`src/mmc_pkg.sv`:
```
// constants shared by the management control block and its serial slave
// assumes a 25 MHz system clock and a byte-wide management address space
package mmc_pkg;

  // clock rate
  localparam int unsigned CLK_PERIOD_NS = 40;
  localparam int unsigned CLK_KHZ = 1000000 / CLK_PERIOD_NS;

  // time figures in their own units
  localparam int unsigned T_INIT_MS = 2000;
  localparam int unsigned T_RESET_MIN_NS = 2000;

  // least reset pulse, rounded up to whole cycles
  localparam logic [7:0] RESET_FILTER_CYCLES =
    8'((T_RESET_MIN_NS + CLK_PERIOD_NS - 1) / CLK_PERIOD_NS);

  // longest init time, rounded down to whole cycles
  localparam int unsigned INIT_CYCLES_DEF = T_INIT_MS * CLK_KHZ;

  // serial slave address, arbitrary neutral value
  localparam logic [6:0] DEV_ADDR_DEF = 7'h50;

  // lower page byte offsets
  localparam logic [7:0] OFS_STATUS = 8'h02;
  localparam logic [7:0] OFS_LOS_FLAG = 8'h03;
  localparam logic [7:0] OFS_TXF_FLAG = 8'h04;
  localparam logic [7:0] OFS_PWR_CTRL = 8'h5d;
  localparam logic [7:0] OFS_CDR = 8'h62;
  localparam logic [7:0] OFS_LOS_MASK = 8'h64;
  localparam logic [7:0] OFS_TXF_MASK = 8'h65;
  localparam logic [7:0] OFS_PAGE = 8'h7f;

  // upper page byte offsets, valid while the page select holds PAGE_CTRL
  localparam logic [7:0] PAGE_CTRL = 8'h03;
  localparam logic [7:0] UPPER_BASE = 8'h80;
  localparam logic [7:0] OFS_TX_EQ = 8'hea;
  localparam logic [7:0] OFS_RX_EMPH = 8'hec;
  localparam logic [7:0] OFS_RX_AMP = 8'hee;

  // field positions
  localparam int unsigned BIT_DATA_NOT_READY = 0;
  localparam int unsigned BIT_PWR_OVERRIDE = 0;
  localparam int unsigned TX_CDR_LSB = 4;
  localparam int unsigned RX_CDR_LSB = 0;

  // highest legal code of each 4-bit lane setting
  localparam logic [3:0] EQ_MAX_CODE = 4'ha;
  localparam logic [3:0] EMPH_MAX_CODE = 4'h7;
  localparam logic [3:0] AMP_MAX_CODE = 4'h3;

  // values after reset
  localparam logic [7:0] RST_CDR = 8'h00;
  localparam logic [15:0] RST_LANE_CODES = 16'h0000;
  localparam logic [3:0] RST_MASK = 4'h0;
  localparam logic [7:0] RST_PAGE = 8'h00;

  // module readiness states
  typedef enum logic [1:0] {
    MMC_ST_INIT = 2'b01,
    MMC_ST_READY = 2'b10
  } mmc_state_e;

  // serial slave states
  typedef enum logic [6:0] {
    MMC_TW_IDLE = 7'b0000001,
    MMC_TW_ADDR = 7'b0000010,
    MMC_TW_AACK = 7'b0000100,
    MMC_TW_WBYTE = 7'b0001000,
    MMC_TW_WACK = 7'b0010000,
    MMC_TW_RBYTE = 7'b0100000,
    MMC_TW_RACK = 7'b1000000
  } mmc_tw_state_e;

endpackage

```
`src/mmc_bus_if.sv`:
```
// byte access carrier between the serial slave and the register bank
// assumes both ends run on one clock; strobes are one-cycle pulses
`timescale 1ns/1ps
interface mmc_bus_if;
  logic enable;
  logic [7:0] addr;
  logic [7:0] wdata;
  logic wr_en;
  logic rd_en;
  logic stop_wr;
  logic stop_rd;
  logic [7:0] rdata;

  modport slave (
    input enable,
    input rdata,
    output addr,
    output wdata,
    output wr_en,
    output rd_en,
    output stop_wr,
    output stop_rd
  );

  modport regs (
    output enable,
    output rdata,
    input addr,
    input wdata,
    input wr_en,
    input rd_en,
    input stop_wr,
    input stop_rd
  );
endinterface

```
`src/mmc_twi_slave.sv`:
```
// two-wire serial slave: address match, pointer, byte writes and reads
// assumes scl and sda are synchronous to clk and far slower than it
`timescale 1ns/1ps
module mmc_twi_slave #(
  parameter logic [6:0] DEV_ADDR = mmc_pkg::DEV_ADDR_DEF
) (
  input wire logic clk,
  input wire logic rst,
  input wire logic scl,
  input wire logic sda_in,
  output logic sda_oe,
  mmc_bus_if.slave bus
);

  mmc_pkg::mmc_tw_state_e state;
  logic scl_q;
  logic sda_q;
  logic [7:0] shift;
  logic [7:0] ptr;
  logic [3:0] cnt;
  logic rw;
  logic first;
  logic wrote;
  logic readd;
  logic nack;
  logic scl_rise;
  logic scl_fall;
  logic start_cond;
  logic stop_cond;

  // one sample of the pins for edge and condition detection
  always_ff @(posedge clk) begin
    if (rst) begin
      scl_q <= 1'b1;
      sda_q <= 1'b1;
    end else begin
      scl_q <= scl;
      sda_q <= sda_in;
    end
  end

  assign scl_rise = scl & ~scl_q;
  assign scl_fall = ~scl & scl_q;
  assign start_cond = scl & scl_q & sda_q & ~sda_in;
  assign stop_cond = scl & scl_q & ~sda_q & sda_in;
  assign bus.addr = ptr;
  assign bus.wdata = shift;

  // byte engine; pointer steps the cycle after each strobe so the
  // register bank sees the old pointer together with the strobe
  always_ff @(posedge clk) begin
    if (rst) begin
      state <= mmc_pkg::MMC_TW_IDLE;
      shift <= 8'h00;
      ptr <= 8'h00;
      cnt <= 4'h0;
      rw <= 1'b0;
      first <= 1'b0;
      wrote <= 1'b0;
      readd <= 1'b0;
      nack <= 1'b0;
      sda_oe <= 1'b0;
      bus.wr_en <= 1'b0;
      bus.rd_en <= 1'b0;
      bus.stop_wr <= 1'b0;
      bus.stop_rd <= 1'b0;
    end else begin
      bus.wr_en <= 1'b0;
      bus.rd_en <= 1'b0;
      bus.stop_wr <= 1'b0;
      bus.stop_rd <= 1'b0;
      if (bus.wr_en || bus.rd_en) begin
        ptr <= ptr + 8'h01;
      end
      if (stop_cond) begin
        // read-clear effects of a transfer are timed from its stop
        state <= mmc_pkg::MMC_TW_IDLE;
        sda_oe <= 1'b0;
        bus.stop_wr <= wrote;
        bus.stop_rd <= readd;
        wrote <= 1'b0;
        readd <= 1'b0;
      end else if (start_cond) begin
        state <= mmc_pkg::MMC_TW_ADDR;
        cnt <= 4'h0;
        sda_oe <= 1'b0;
      end else if (!bus.enable) begin
        // deselected: let go of the line at once
        state <= mmc_pkg::MMC_TW_IDLE;
        sda_oe <= 1'b0;
      end else begin
        case (state)
          mmc_pkg::MMC_TW_ADDR: begin
            if (scl_rise) begin
              shift <= {shift[6:0], sda_in};
              cnt <= cnt + 4'h1;
            end else if (scl_fall && cnt == 4'h8) begin
              if (shift[7:1] == DEV_ADDR) begin
                state <= mmc_pkg::MMC_TW_AACK;
                sda_oe <= 1'b1;
                rw <= shift[0];
                first <= ~shift[0];
              end else begin
                state <= mmc_pkg::MMC_TW_IDLE;
              end
            end
          end
          mmc_pkg::MMC_TW_AACK: begin
            if (scl_fall) begin
              cnt <= 4'h0;
              if (rw) begin
                shift <= bus.rdata;
                sda_oe <= ~bus.rdata[7];
                bus.rd_en <= 1'b1;
                readd <= 1'b1;
                state <= mmc_pkg::MMC_TW_RBYTE;
              end else begin
                sda_oe <= 1'b0;
                state <= mmc_pkg::MMC_TW_WBYTE;
              end
            end
          end
          mmc_pkg::MMC_TW_WBYTE: begin
            if (scl_rise) begin
              shift <= {shift[6:0], sda_in};
              cnt <= cnt + 4'h1;
            end else if (scl_fall && cnt == 4'h8) begin
              state <= mmc_pkg::MMC_TW_WACK;
              sda_oe <= 1'b1;
              if (first) begin
                ptr <= shift; // first byte only sets the pointer
                first <= 1'b0;
              end else begin
                bus.wr_en <= 1'b1;
                wrote <= 1'b1;
              end
            end
          end
          mmc_pkg::MMC_TW_WACK: begin
            if (scl_fall) begin
              sda_oe <= 1'b0;
              cnt <= 4'h0;
              state <= mmc_pkg::MMC_TW_WBYTE;
            end
          end
          mmc_pkg::MMC_TW_RBYTE: begin
            if (scl_fall) begin
              if (cnt == 4'h7) begin
                sda_oe <= 1'b0;
                state <= mmc_pkg::MMC_TW_RACK;
              end else begin
                shift <= {shift[6:0], 1'b0};
                sda_oe <= ~shift[6];
                cnt <= cnt + 4'h1;
              end
            end
          end
          mmc_pkg::MMC_TW_RACK: begin
            if (scl_rise) begin
              nack <= sda_in;
            end else if (scl_fall) begin
              cnt <= 4'h0;
              if (nack) begin
                state <= mmc_pkg::MMC_TW_IDLE;
              end else begin
                shift <= bus.rdata;
                sda_oe <= ~bus.rdata[7];
                bus.rd_en <= 1'b1;
                state <= mmc_pkg::MMC_TW_RBYTE;
              end
            end
          end
          default: begin
            state <= mmc_pkg::MMC_TW_IDLE;
          end
        endcase
      end
    end
  end

endmodule

```
`src/mmc_top.sv`:
```
// management control and status bank of a four-lane optical module
// assumes the host drives scl/sda and the control pins synchronous to clk
//
// How it works
// - tx recovery enables in control bits 7..4
// - rx recovery enables in control bits 3..0
// - amplitude codes 0..3 valid, rest reserved
// - equalization codes 0..10 dB, rest reserved
// - emphasis codes 0..7 dB, top bit reserved
// - fully functional within 2000 ms
// - reset pin low beyond 2 us resets
// - ready shown by clearing not-ready, raising interrupt
// - serial bus answers within 2000 ms
// - monitor data valid within 2000 ms
// - low-power pin enters low power quickly
// - interrupt asserted within 200 ms of cause
// - read-clear releases interrupt within 500 us
// - loss of signal flagged within 100 ms
// - transmit fault flagged within 200 ms
// - other flags set within 200 ms
// - masks gate interrupt within 100 ms
// - module select gates bus within 100 us
// - power override enters and leaves low power; the code ORs it with the pin, so it leaves only while the pin is low
// - write effects land at the write strobe, before its stop
`timescale 1ns/1ps
module mmc_top #(
  parameter int unsigned INIT_CYCLES = mmc_pkg::INIT_CYCLES_DEF,
  parameter logic [6:0] DEV_ADDR = mmc_pkg::DEV_ADDR_DEF
) (
  input wire logic clk,
  input wire logic rst,
  input wire logic scl,
  input wire logic sda_in,
  output logic sda_out,
  output logic sda_oe,
  input wire logic module_select_n,
  input wire logic module_reset_n,
  input wire logic low_power_pin,
  input wire logic [3:0] rx_los,
  input wire logic [3:0] tx_fault,
  output logic module_irq_n,
  output logic low_power_state,
  output logic data_not_ready,
  output logic [3:0] tx_recovery_en,
  output logic [3:0] rx_recovery_en,
  output logic [15:0] tx_eq_code,
  output logic [15:0] rx_emph_code,
  output logic [15:0] rx_amp_code
);

  mmc_bus_if bus ();

  mmc_pkg::mmc_state_e state;
  logic [7:0] low_cnt;
  logic pin_reset;
  logic soft_rst;
  logic [31:0] init_cnt;
  logic ready_flag;
  logic [3:0] los_flag;
  logic [3:0] txf_flag;
  logic [3:0] los_mask;
  logic [3:0] txf_mask;
  logic pwr_override;
  logic [7:0] cdr_lane_enable;
  logic [7:0] page;
  logic mark_status;
  logic mark_los;
  logic mark_txf;
  logic upper_ctrl;
  logic [15:0] next_eq;
  logic [15:0] next_emph;
  logic [15:0] next_amp;
  logic [7:0] next_rdata;

  mmc_twi_slave #(
    .DEV_ADDR(DEV_ADDR)
  ) u_slave (
    .clk(clk),
    .rst(soft_rst),
    .scl(scl),
    .sda_in(sda_in),
    .sda_oe(sda_oe),
    .bus(bus)
  );

  // reset pin filter: only a low level held past the least pulse counts,
  // so glitches on the pin cannot wipe the settings
  always_ff @(posedge clk) begin
    if (rst) begin
      low_cnt <= 8'h00;
      pin_reset <= 1'b0;
    end else if (module_reset_n) begin
      low_cnt <= 8'h00;
      pin_reset <= 1'b0;
    end else begin
      if (low_cnt != mmc_pkg::RESET_FILTER_CYCLES) begin
        low_cnt <= low_cnt + 8'h01;
      end
      pin_reset <= (low_cnt == mmc_pkg::RESET_FILTER_CYCLES);
    end
  end

  assign soft_rst = rst | pin_reset;

  // readiness sequence after power-on or a filtered pin reset
  always_ff @(posedge clk) begin
    if (soft_rst) begin
      state <= mmc_pkg::MMC_ST_INIT;
      init_cnt <= 32'h00000000;
    end else begin
      case (state)
        mmc_pkg::MMC_ST_INIT: begin
          if (init_cnt == 32'(INIT_CYCLES - 1)) begin
            state <= mmc_pkg::MMC_ST_READY;
          end else begin
            init_cnt <= init_cnt + 32'h00000001;
          end
        end
        mmc_pkg::MMC_ST_READY: begin
          state <= mmc_pkg::MMC_ST_READY;
        end
        default: begin
          state <= mmc_pkg::MMC_ST_INIT;
        end
      endcase
    end
  end

  // not-ready bit follows the sequence; the interrupt side is below
  always_ff @(posedge clk) begin
    if (soft_rst) begin
      data_not_ready <= 1'b1;
    end else begin
      data_not_ready <= (state != mmc_pkg::MMC_ST_READY);
    end
  end

  // bus answers once out of reset and only while selected; one cycle
  // of lag is far inside the select window
  always_ff @(posedge clk) begin
    if (soft_rst) begin
      bus.enable <= 1'b0;
    end else begin
      bus.enable <= ~module_select_n;
    end
  end

  // remember which flag bytes a read touched; they clear at its stop
  always_ff @(posedge clk) begin
    if (soft_rst || bus.stop_rd) begin
      mark_status <= 1'b0;
      mark_los <= 1'b0;
      mark_txf <= 1'b0;
    end else if (bus.rd_en) begin
      if (bus.addr == mmc_pkg::OFS_STATUS) begin
        mark_status <= 1'b1;
      end else if (bus.addr == mmc_pkg::OFS_LOS_FLAG) begin
        mark_los <= 1'b1;
      end else if (bus.addr == mmc_pkg::OFS_TXF_FLAG) begin
        mark_txf <= 1'b1;
      end
    end
  end

  // latched flags: a new event in the clearing cycle survives the clear
  always_ff @(posedge clk) begin
    if (soft_rst) begin
      ready_flag <= 1'b0;
      los_flag <= 4'h0;
      txf_flag <= 4'h0;
    end else begin
      ready_flag <= (ready_flag & ~(bus.stop_rd & mark_status))
        | (state == mmc_pkg::MMC_ST_INIT
           && init_cnt == 32'(INIT_CYCLES - 1));
      los_flag <= (los_flag & ~{4{bus.stop_rd & mark_los}})
        | rx_los;
      txf_flag <= (txf_flag & ~{4{bus.stop_rd & mark_txf}})
        | tx_fault;
    end
  end

  // open-drain interrupt, low while any unmasked flag stands
  always_ff @(posedge clk) begin
    if (soft_rst) begin
      module_irq_n <= 1'b1;
    end else begin
      module_irq_n <= ~(ready_flag
        | (|(los_flag & ~los_mask))
        | (|(txf_flag & ~txf_mask)));
    end
  end

  // power level follows the pin and the override at once
  always_ff @(posedge clk) begin
    if (soft_rst) begin
      low_power_state <= 1'b0;
    end else begin
      low_power_state <= low_power_pin | pwr_override;
    end
  end

  // pad of the open-drain pair: the pin is only ever pulled low
  always_ff @(posedge clk) begin
    sda_out <= 1'b0;
  end

  assign upper_ctrl = (page == mmc_pkg::PAGE_CTRL);

  // per-lane code update; a reserved code leaves that lane untouched
  // while the other lane of the same byte still takes its new code
  generate
    for (genvar l = 0; l < 4; l++) begin : g_lane
      localparam logic [7:0] BYTE_OFS = 8'(l / 2);
      localparam int unsigned NIB = 12 - 4 * l;
      logic [3:0] nib_in;
      logic hit_eq;
      logic hit_emph;
      logic hit_amp;
      assign nib_in = (l % 2 == 0) ? bus.wdata[7:4] : bus.wdata[3:0];
      assign hit_eq = bus.wr_en && upper_ctrl
        && bus.addr == mmc_pkg::OFS_TX_EQ + BYTE_OFS;
      assign hit_emph = bus.wr_en && upper_ctrl
        && bus.addr == mmc_pkg::OFS_RX_EMPH + BYTE_OFS;
      assign hit_amp = bus.wr_en && upper_ctrl
        && bus.addr == mmc_pkg::OFS_RX_AMP + BYTE_OFS;
      assign next_eq[NIB +: 4] =
        (hit_eq && nib_in <= mmc_pkg::EQ_MAX_CODE) ?
        nib_in : tx_eq_code[NIB +: 4];
      assign next_emph[NIB +: 4] =
        (hit_emph && nib_in <= mmc_pkg::EMPH_MAX_CODE) ?
        nib_in : rx_emph_code[NIB +: 4];
      assign next_amp[NIB +: 4] =
        (hit_amp && nib_in <= mmc_pkg::AMP_MAX_CODE) ?
        nib_in : rx_amp_code[NIB +: 4];
    end
  endgenerate

  // lane code registers
  always_ff @(posedge clk) begin
    if (soft_rst) begin
      tx_eq_code <= mmc_pkg::RST_LANE_CODES;
      rx_emph_code <= mmc_pkg::RST_LANE_CODES;
      rx_amp_code <= mmc_pkg::RST_LANE_CODES;
    end else begin
      tx_eq_code <= next_eq;
      rx_emph_code <= next_emph;
      rx_amp_code <= next_amp;
    end
  end

  // plain control bytes of the lower page; writes land at the write's
  // own strobe, well before its stop
  always_ff @(posedge clk) begin
    if (soft_rst) begin
      cdr_lane_enable <= mmc_pkg::RST_CDR;
      los_mask <= mmc_pkg::RST_MASK;
      txf_mask <= mmc_pkg::RST_MASK;
      pwr_override <= 1'b0;
      page <= mmc_pkg::RST_PAGE;
    end else if (bus.wr_en) begin
      if (bus.addr == mmc_pkg::OFS_CDR) begin
        cdr_lane_enable <= bus.wdata;
      end else if (bus.addr == mmc_pkg::OFS_LOS_MASK) begin
        los_mask <= bus.wdata[3:0];
      end else if (bus.addr == mmc_pkg::OFS_TXF_MASK) begin
        txf_mask <= bus.wdata[3:0];
      end else if (bus.addr == mmc_pkg::OFS_PWR_CTRL) begin
        pwr_override <= bus.wdata[mmc_pkg::BIT_PWR_OVERRIDE];
      end else if (bus.addr == mmc_pkg::OFS_PAGE) begin
        page <= bus.wdata;
      end
    end
  end

  // recovery enables: 1 runs the lane's recovery, 0 bypasses it
  assign tx_recovery_en = cdr_lane_enable[mmc_pkg::TX_CDR_LSB +: 4];
  assign rx_recovery_en = cdr_lane_enable[mmc_pkg::RX_CDR_LSB +: 4];

  // read mux; unmapped bytes read as zero
  always_comb begin
    next_rdata = 8'h00;
    if (bus.addr == mmc_pkg::OFS_STATUS) begin
      next_rdata[mmc_pkg::BIT_DATA_NOT_READY] = data_not_ready;
    end else if (bus.addr == mmc_pkg::OFS_LOS_FLAG) begin
      next_rdata = {4'h0, los_flag};
    end else if (bus.addr == mmc_pkg::OFS_TXF_FLAG) begin
      next_rdata = {4'h0, txf_flag};
    end else if (bus.addr == mmc_pkg::OFS_PWR_CTRL) begin
      next_rdata[mmc_pkg::BIT_PWR_OVERRIDE] = pwr_override;
    end else if (bus.addr == mmc_pkg::OFS_CDR) begin
      next_rdata = cdr_lane_enable;
    end else if (bus.addr == mmc_pkg::OFS_LOS_MASK) begin
      next_rdata = {4'h0, los_mask};
    end else if (bus.addr == mmc_pkg::OFS_TXF_MASK) begin
      next_rdata = {4'h0, txf_mask};
    end else if (bus.addr == mmc_pkg::OFS_PAGE) begin
      next_rdata = page;
    end else if (bus.addr >= mmc_pkg::UPPER_BASE && upper_ctrl) begin
      if (bus.addr == mmc_pkg::OFS_TX_EQ) begin
        next_rdata = tx_eq_code[15:8];
      end else if (bus.addr == mmc_pkg::OFS_TX_EQ + 8'h01) begin
        next_rdata = tx_eq_code[7:0];
      end else if (bus.addr == mmc_pkg::OFS_RX_EMPH) begin
        next_rdata = rx_emph_code[15:8];
      end else if (bus.addr == mmc_pkg::OFS_RX_EMPH + 8'h01) begin
        next_rdata = rx_emph_code[7:0];
      end else if (bus.addr == mmc_pkg::OFS_RX_AMP) begin
        next_rdata = rx_amp_code[15:8];
      end else if (bus.addr == mmc_pkg::OFS_RX_AMP + 8'h01) begin
        next_rdata = rx_amp_code[7:0];
      end
    end
  end

  // registered read data; the pointer holds for many cycles before use
  always_ff @(posedge clk) begin
    if (soft_rst) begin
      bus.rdata <= 8'h00;
    end else begin
      bus.rdata <= next_rdata;
    end
  end

endmodule

```
`config.mk`:
```
export PLATFORM = sky130hd
export DESIGN_NAME = mmc_top
export DESIGN_NICKNAME = d
export VERILOG_FILES = /design/src/mmc_pkg.sv /design/src/mmc_bus_if.sv /design/src/mmc_twi_slave.sv /design/src/mmc_top.sv
export SDC_FILE = /design/constraint.sdc
export NUM_CORES = 1
export LEC_CHECK = 0
export BUFFER_PORTS_ARGS = -buffer_cell sky130_fd_sc_hd__buf_2
export CAP_MARGIN = 30
export CORE_ASPECT_RATIO = 2
export CORE_MARGIN = 1.5
export CORE_UTILIZATION = 35
export DETAILED_ROUTE_END_ITERATION = 7
export PLACE_DENSITY = 0.57
export SLEW_MARGIN = 0
export SYNTH_ARGS = -nofsm -noshare
export SYNTH_HDL_FRONTEND = slang
export SYNTH_SLANG_ARGS = --single-unit
```
`constraint.sdc`:
```
create_clock -name clk -period 5.7 [get_ports clk]
set_input_delay 0.285 -clock clk [delete_from_list [all_inputs] [get_ports clk]]
set_output_delay 0.285 -clock clk [all_outputs]
set_load 0.1 [all_outputs]
```
==> results.md <==
* GP Congestion at 0.9799
* Clk_lat worst skew at around 0.45 ns
* Reg2Reg Depth at 7
* Final count of negative-setup-slack endpoints at 0
* Buf/Inv on CP at 2
* Endpoint, Worst Hold: bus.enable
* Vias/cell at around 5.5
* Core area at 25030 sq um
* Setup bufs post-CTS at 0
* Most common cell after layout, fill and taps aside: dfxtp_1
* RSZ-0062 raised after global routing: false
* Vias at 7873
* Die Ht at around 230 microns
* Total Routing Usage GR at 21.54%
* Final worst path period need at roughly 3.1 ns
* Root Buffer: clkbuf_16
* Status: finished, final reports clean
* Mapped cell area at 8926 sq um
* Crit path launch type: flip-flop
* Slew Viols, Final at 0
* Design Area, Final at 10060 sq um
* Initial antenna violation count at 0
* Req. time, crit path at between 6 and 7 ns
* Yosys top cell area share at 39.70%
* Worst-path clk slew at about 0.070 ns
* 1st-iter DRT viols at around 490
* Longest Clk Path Bufs at 2
* Tcrit/Tclk final at a little over half
* CTS tree: done
* Routed WL per cell at roughly 20 microns
* EDFF count, synth at 0
* Cells on Worst Hold Path at 2
* Commonest non-fill, non-tap cells in the layout: 177 x dfxtp_1, 133 x nor2_1, 74 x buf_2
* Setup_tns at 0 ns
* Mapped Nets at 1067
* Final Net Count at 1103
* Total CTS buffers at 17
* Inserted Diodes at 0
* IO Port Bufs at 74
* # rows at a little over 80
* Crit-path max FO at 14
* Placed cell count at approximately 1400
* Crit Reg-Reg Endpoint: bus.rdata[0]
* Ys async rst share at 0%
* Final core utilization at a little over 40%
* First-pass GRT wire length at approximately 43000 microns
* Clock sinks at roughly 180
* ANT nets after route at 0
* Post-CTS sizing at 0
* Final non-filler cell total at 1424
* Worst-Margin Slew at ~1.0 ns
* Pwr dens at roughly 260 nW/um^2
* # H-tree levels at 4
* Post-synth top area cell: dfxtp_1
* DP HPWL at between 20000 and 25000 microns
* Area after DPL at roughly 9500 sq um
* Initial cell density of the core at ~36%
* Final Hold Viols at 0
* Layout cells sized above 1 at ~14%
* VDD IR max at roughly 0.18 mV
* Final Skew at approximately 0.0073 ns
* Worst-path cell chain: inv_1, ha_1, clkinv_1, nor4_1, a222oi_1, o32ai_1, a22o_1
* Yosys Warn Count at 0
* Grt total ovfl at 0
* Max_cap viols at 0
* CTS Hold Buffers Added at 0
* CP Capture Type: flip-flop
* Synth Register Bits at approximately 180
* Post-Route WL at about 28000 microns
* Residual DRC at 0
* Cell variety after synth at 87
* Slew headroom at a little under a third
* I/O pin count at 76
* Critical-path top delay cell: nor4_1
* Kind of critical path: reg2reg
* R2R Path Start: u_slave.bus.addr[1]
* Crit path arrival time at approximately 3.5 ns
* Lkg Pwr at between 0.003 and 0.004 uW
* Fmax at ~0.32 GHz
* TritonRoute pass-1 iters at 5
* Post-synthesis sequential area ratio at around 40%
* Die area at roughly 27000 sq um
* Crit path max-delay family: simple AND/OR/NAND/NOR gates
* Slowest cell delay on critical path at around 0.99 ns
* Ys flop type: dfxtp_1
* Hold slack at around 0.028 ns
* Flop-to-flop setup slack at about 2.6 ns
* Area contributors post-synth: dfxtp_1 40%, mux2i_1 6.6%, nor2_1 5.6%
* Hold WC Path Type: in2reg
* Cells after synthesis at approximately 1000
* Hold_sp: module_select_n
* Largest net degree at the start of global routing at 65
* Mean Syn Cell Area at around 8.6 sq um
* Die width at between 100 and 150 microns
* Vias in the first global route at between 7000 and 8000
* Layout area overhead at 12.76%
-- cell families (layout without fill, tap and decap cells) --
kind of cell	after synthesis	in the layout	share of synthesized area, %
xor gates and xnor gates	30	30	2.944
adders and majority gates	11	11	1.542
AOI/OAI and AO/OA	226	226	17.69
and+or+nand+nor	435	435	26.48
other	1	1	0.04201
buffers and inverters	101	148	4.864
muxes	60	60	6.742
DFF	177	177	39.70
-- cells in the mapped netlist, types with 13 or more instances --
| library cell | n |
|---|---|
| nand3_1 | 36 |
| inv_1 | 32 |
| or3_1 | 15 |
| and3_1 | 16 |
| xnor2_1 | 18 |
| buf_2 | 15 |
| nand4_1 | 17 |
| nor2_1 | 134 |
| a21o_1 | 14 |
| clkbuf_1 | 42 |
| nor2b_1 | 16 |
| nor4_1 | 13 |
| a21oi_1 | 69 |
| mux2i_1 | 59 |
| dfxtp_1 | 177 |
| o21ai_0 | 37 |
| nor3_1 | 27 |
| nand2_1 | 68 |
-- registers in the layout (all words and copies together), names as in the netlist, 2 cells and up --
name	cells
page	8
tx_eq_code	16
init_cnt	32
txf_flag	4
state	2
u_slave.bus.wdata	8
u_slave.state	7
rx_amp_code	16
bus.rdata	8
los_mask	4
low_cnt	8
txf_mask	4
u_slave.cnt	4
los_flag	4
u_slave.bus.addr	8
rx_emph_code	16
cdr_lane_enable	8
-- worst reg2reg max path: cells and delay by family (launching register included) --
| kind | cells | cell delay [ns] |
|---|---|---|
| AOI/OAI and AO/OA | 3 | 0.65 |
| and+or+nand+nor | 1 | 0.99 |
| DFF | 1 | 0.35 |
| adders and majority gates | 1 | 0.50 |
| buffers and inverters | 2 | 0.59 |
-- power breakdown --
group          total [uW]  internal [uW]  switching [uW]
logic                 188           57.7             130
clock network        1160            663             499
registers            1280           1260            19.2
total                2630           1980             648
-- through the flow --
stage,setup slack (ns),total power [uW]
after detailed placement,2.682,1499
after CTS,2.668,2659
final,2.576,2628
after floorplan,3.749,1447
after global routing,2.357,2731
after global placement,2.782,1496
-- per-layer routing --
| layer | wire (microns) | GRT usage [%] | vias to the layer above |
|---|---|---|---|
| met2 | 15090 | 39.58 | 212 |
| met4 | 1588 | 13.64 | 0 |
| met5 | 0 | 0 | - |
| met1 | 10150 | 21.77 | 3747 |
| li1 | - | - | 3834 |
| met3 | 893 | 3.580 | 80 |
-- worst max-delay path by stage --
stage | start | endpoint | cells past startpoint
finish | u_slave.bus.addr[1] | bus.rdata[0] | 7
floorplan | init_cnt[0] | state[1] | 7
global route | u_slave.bus.addr[1] | bus.rdata[0] | 7
detailed placement | u_slave.bus.addr[0] | bus.rdata[0] | 6
CTS | u_slave.bus.addr[1] | bus.rdata[0] | 7
global placement | u_slave.bus.addr[0] | bus.rdata[0] | 6
-- area by class of cell --
cell class	count	area (sq um)
clock buffer	21	460.4
fill	2636	14970
clock inverter	9	110.1
timing repair buffer	85	452.9
tap	336	420.4
sequential	177	3543
multi-input combinational	763	4954
inverter	33	123.9
Power figures use the tool's default switching activity.
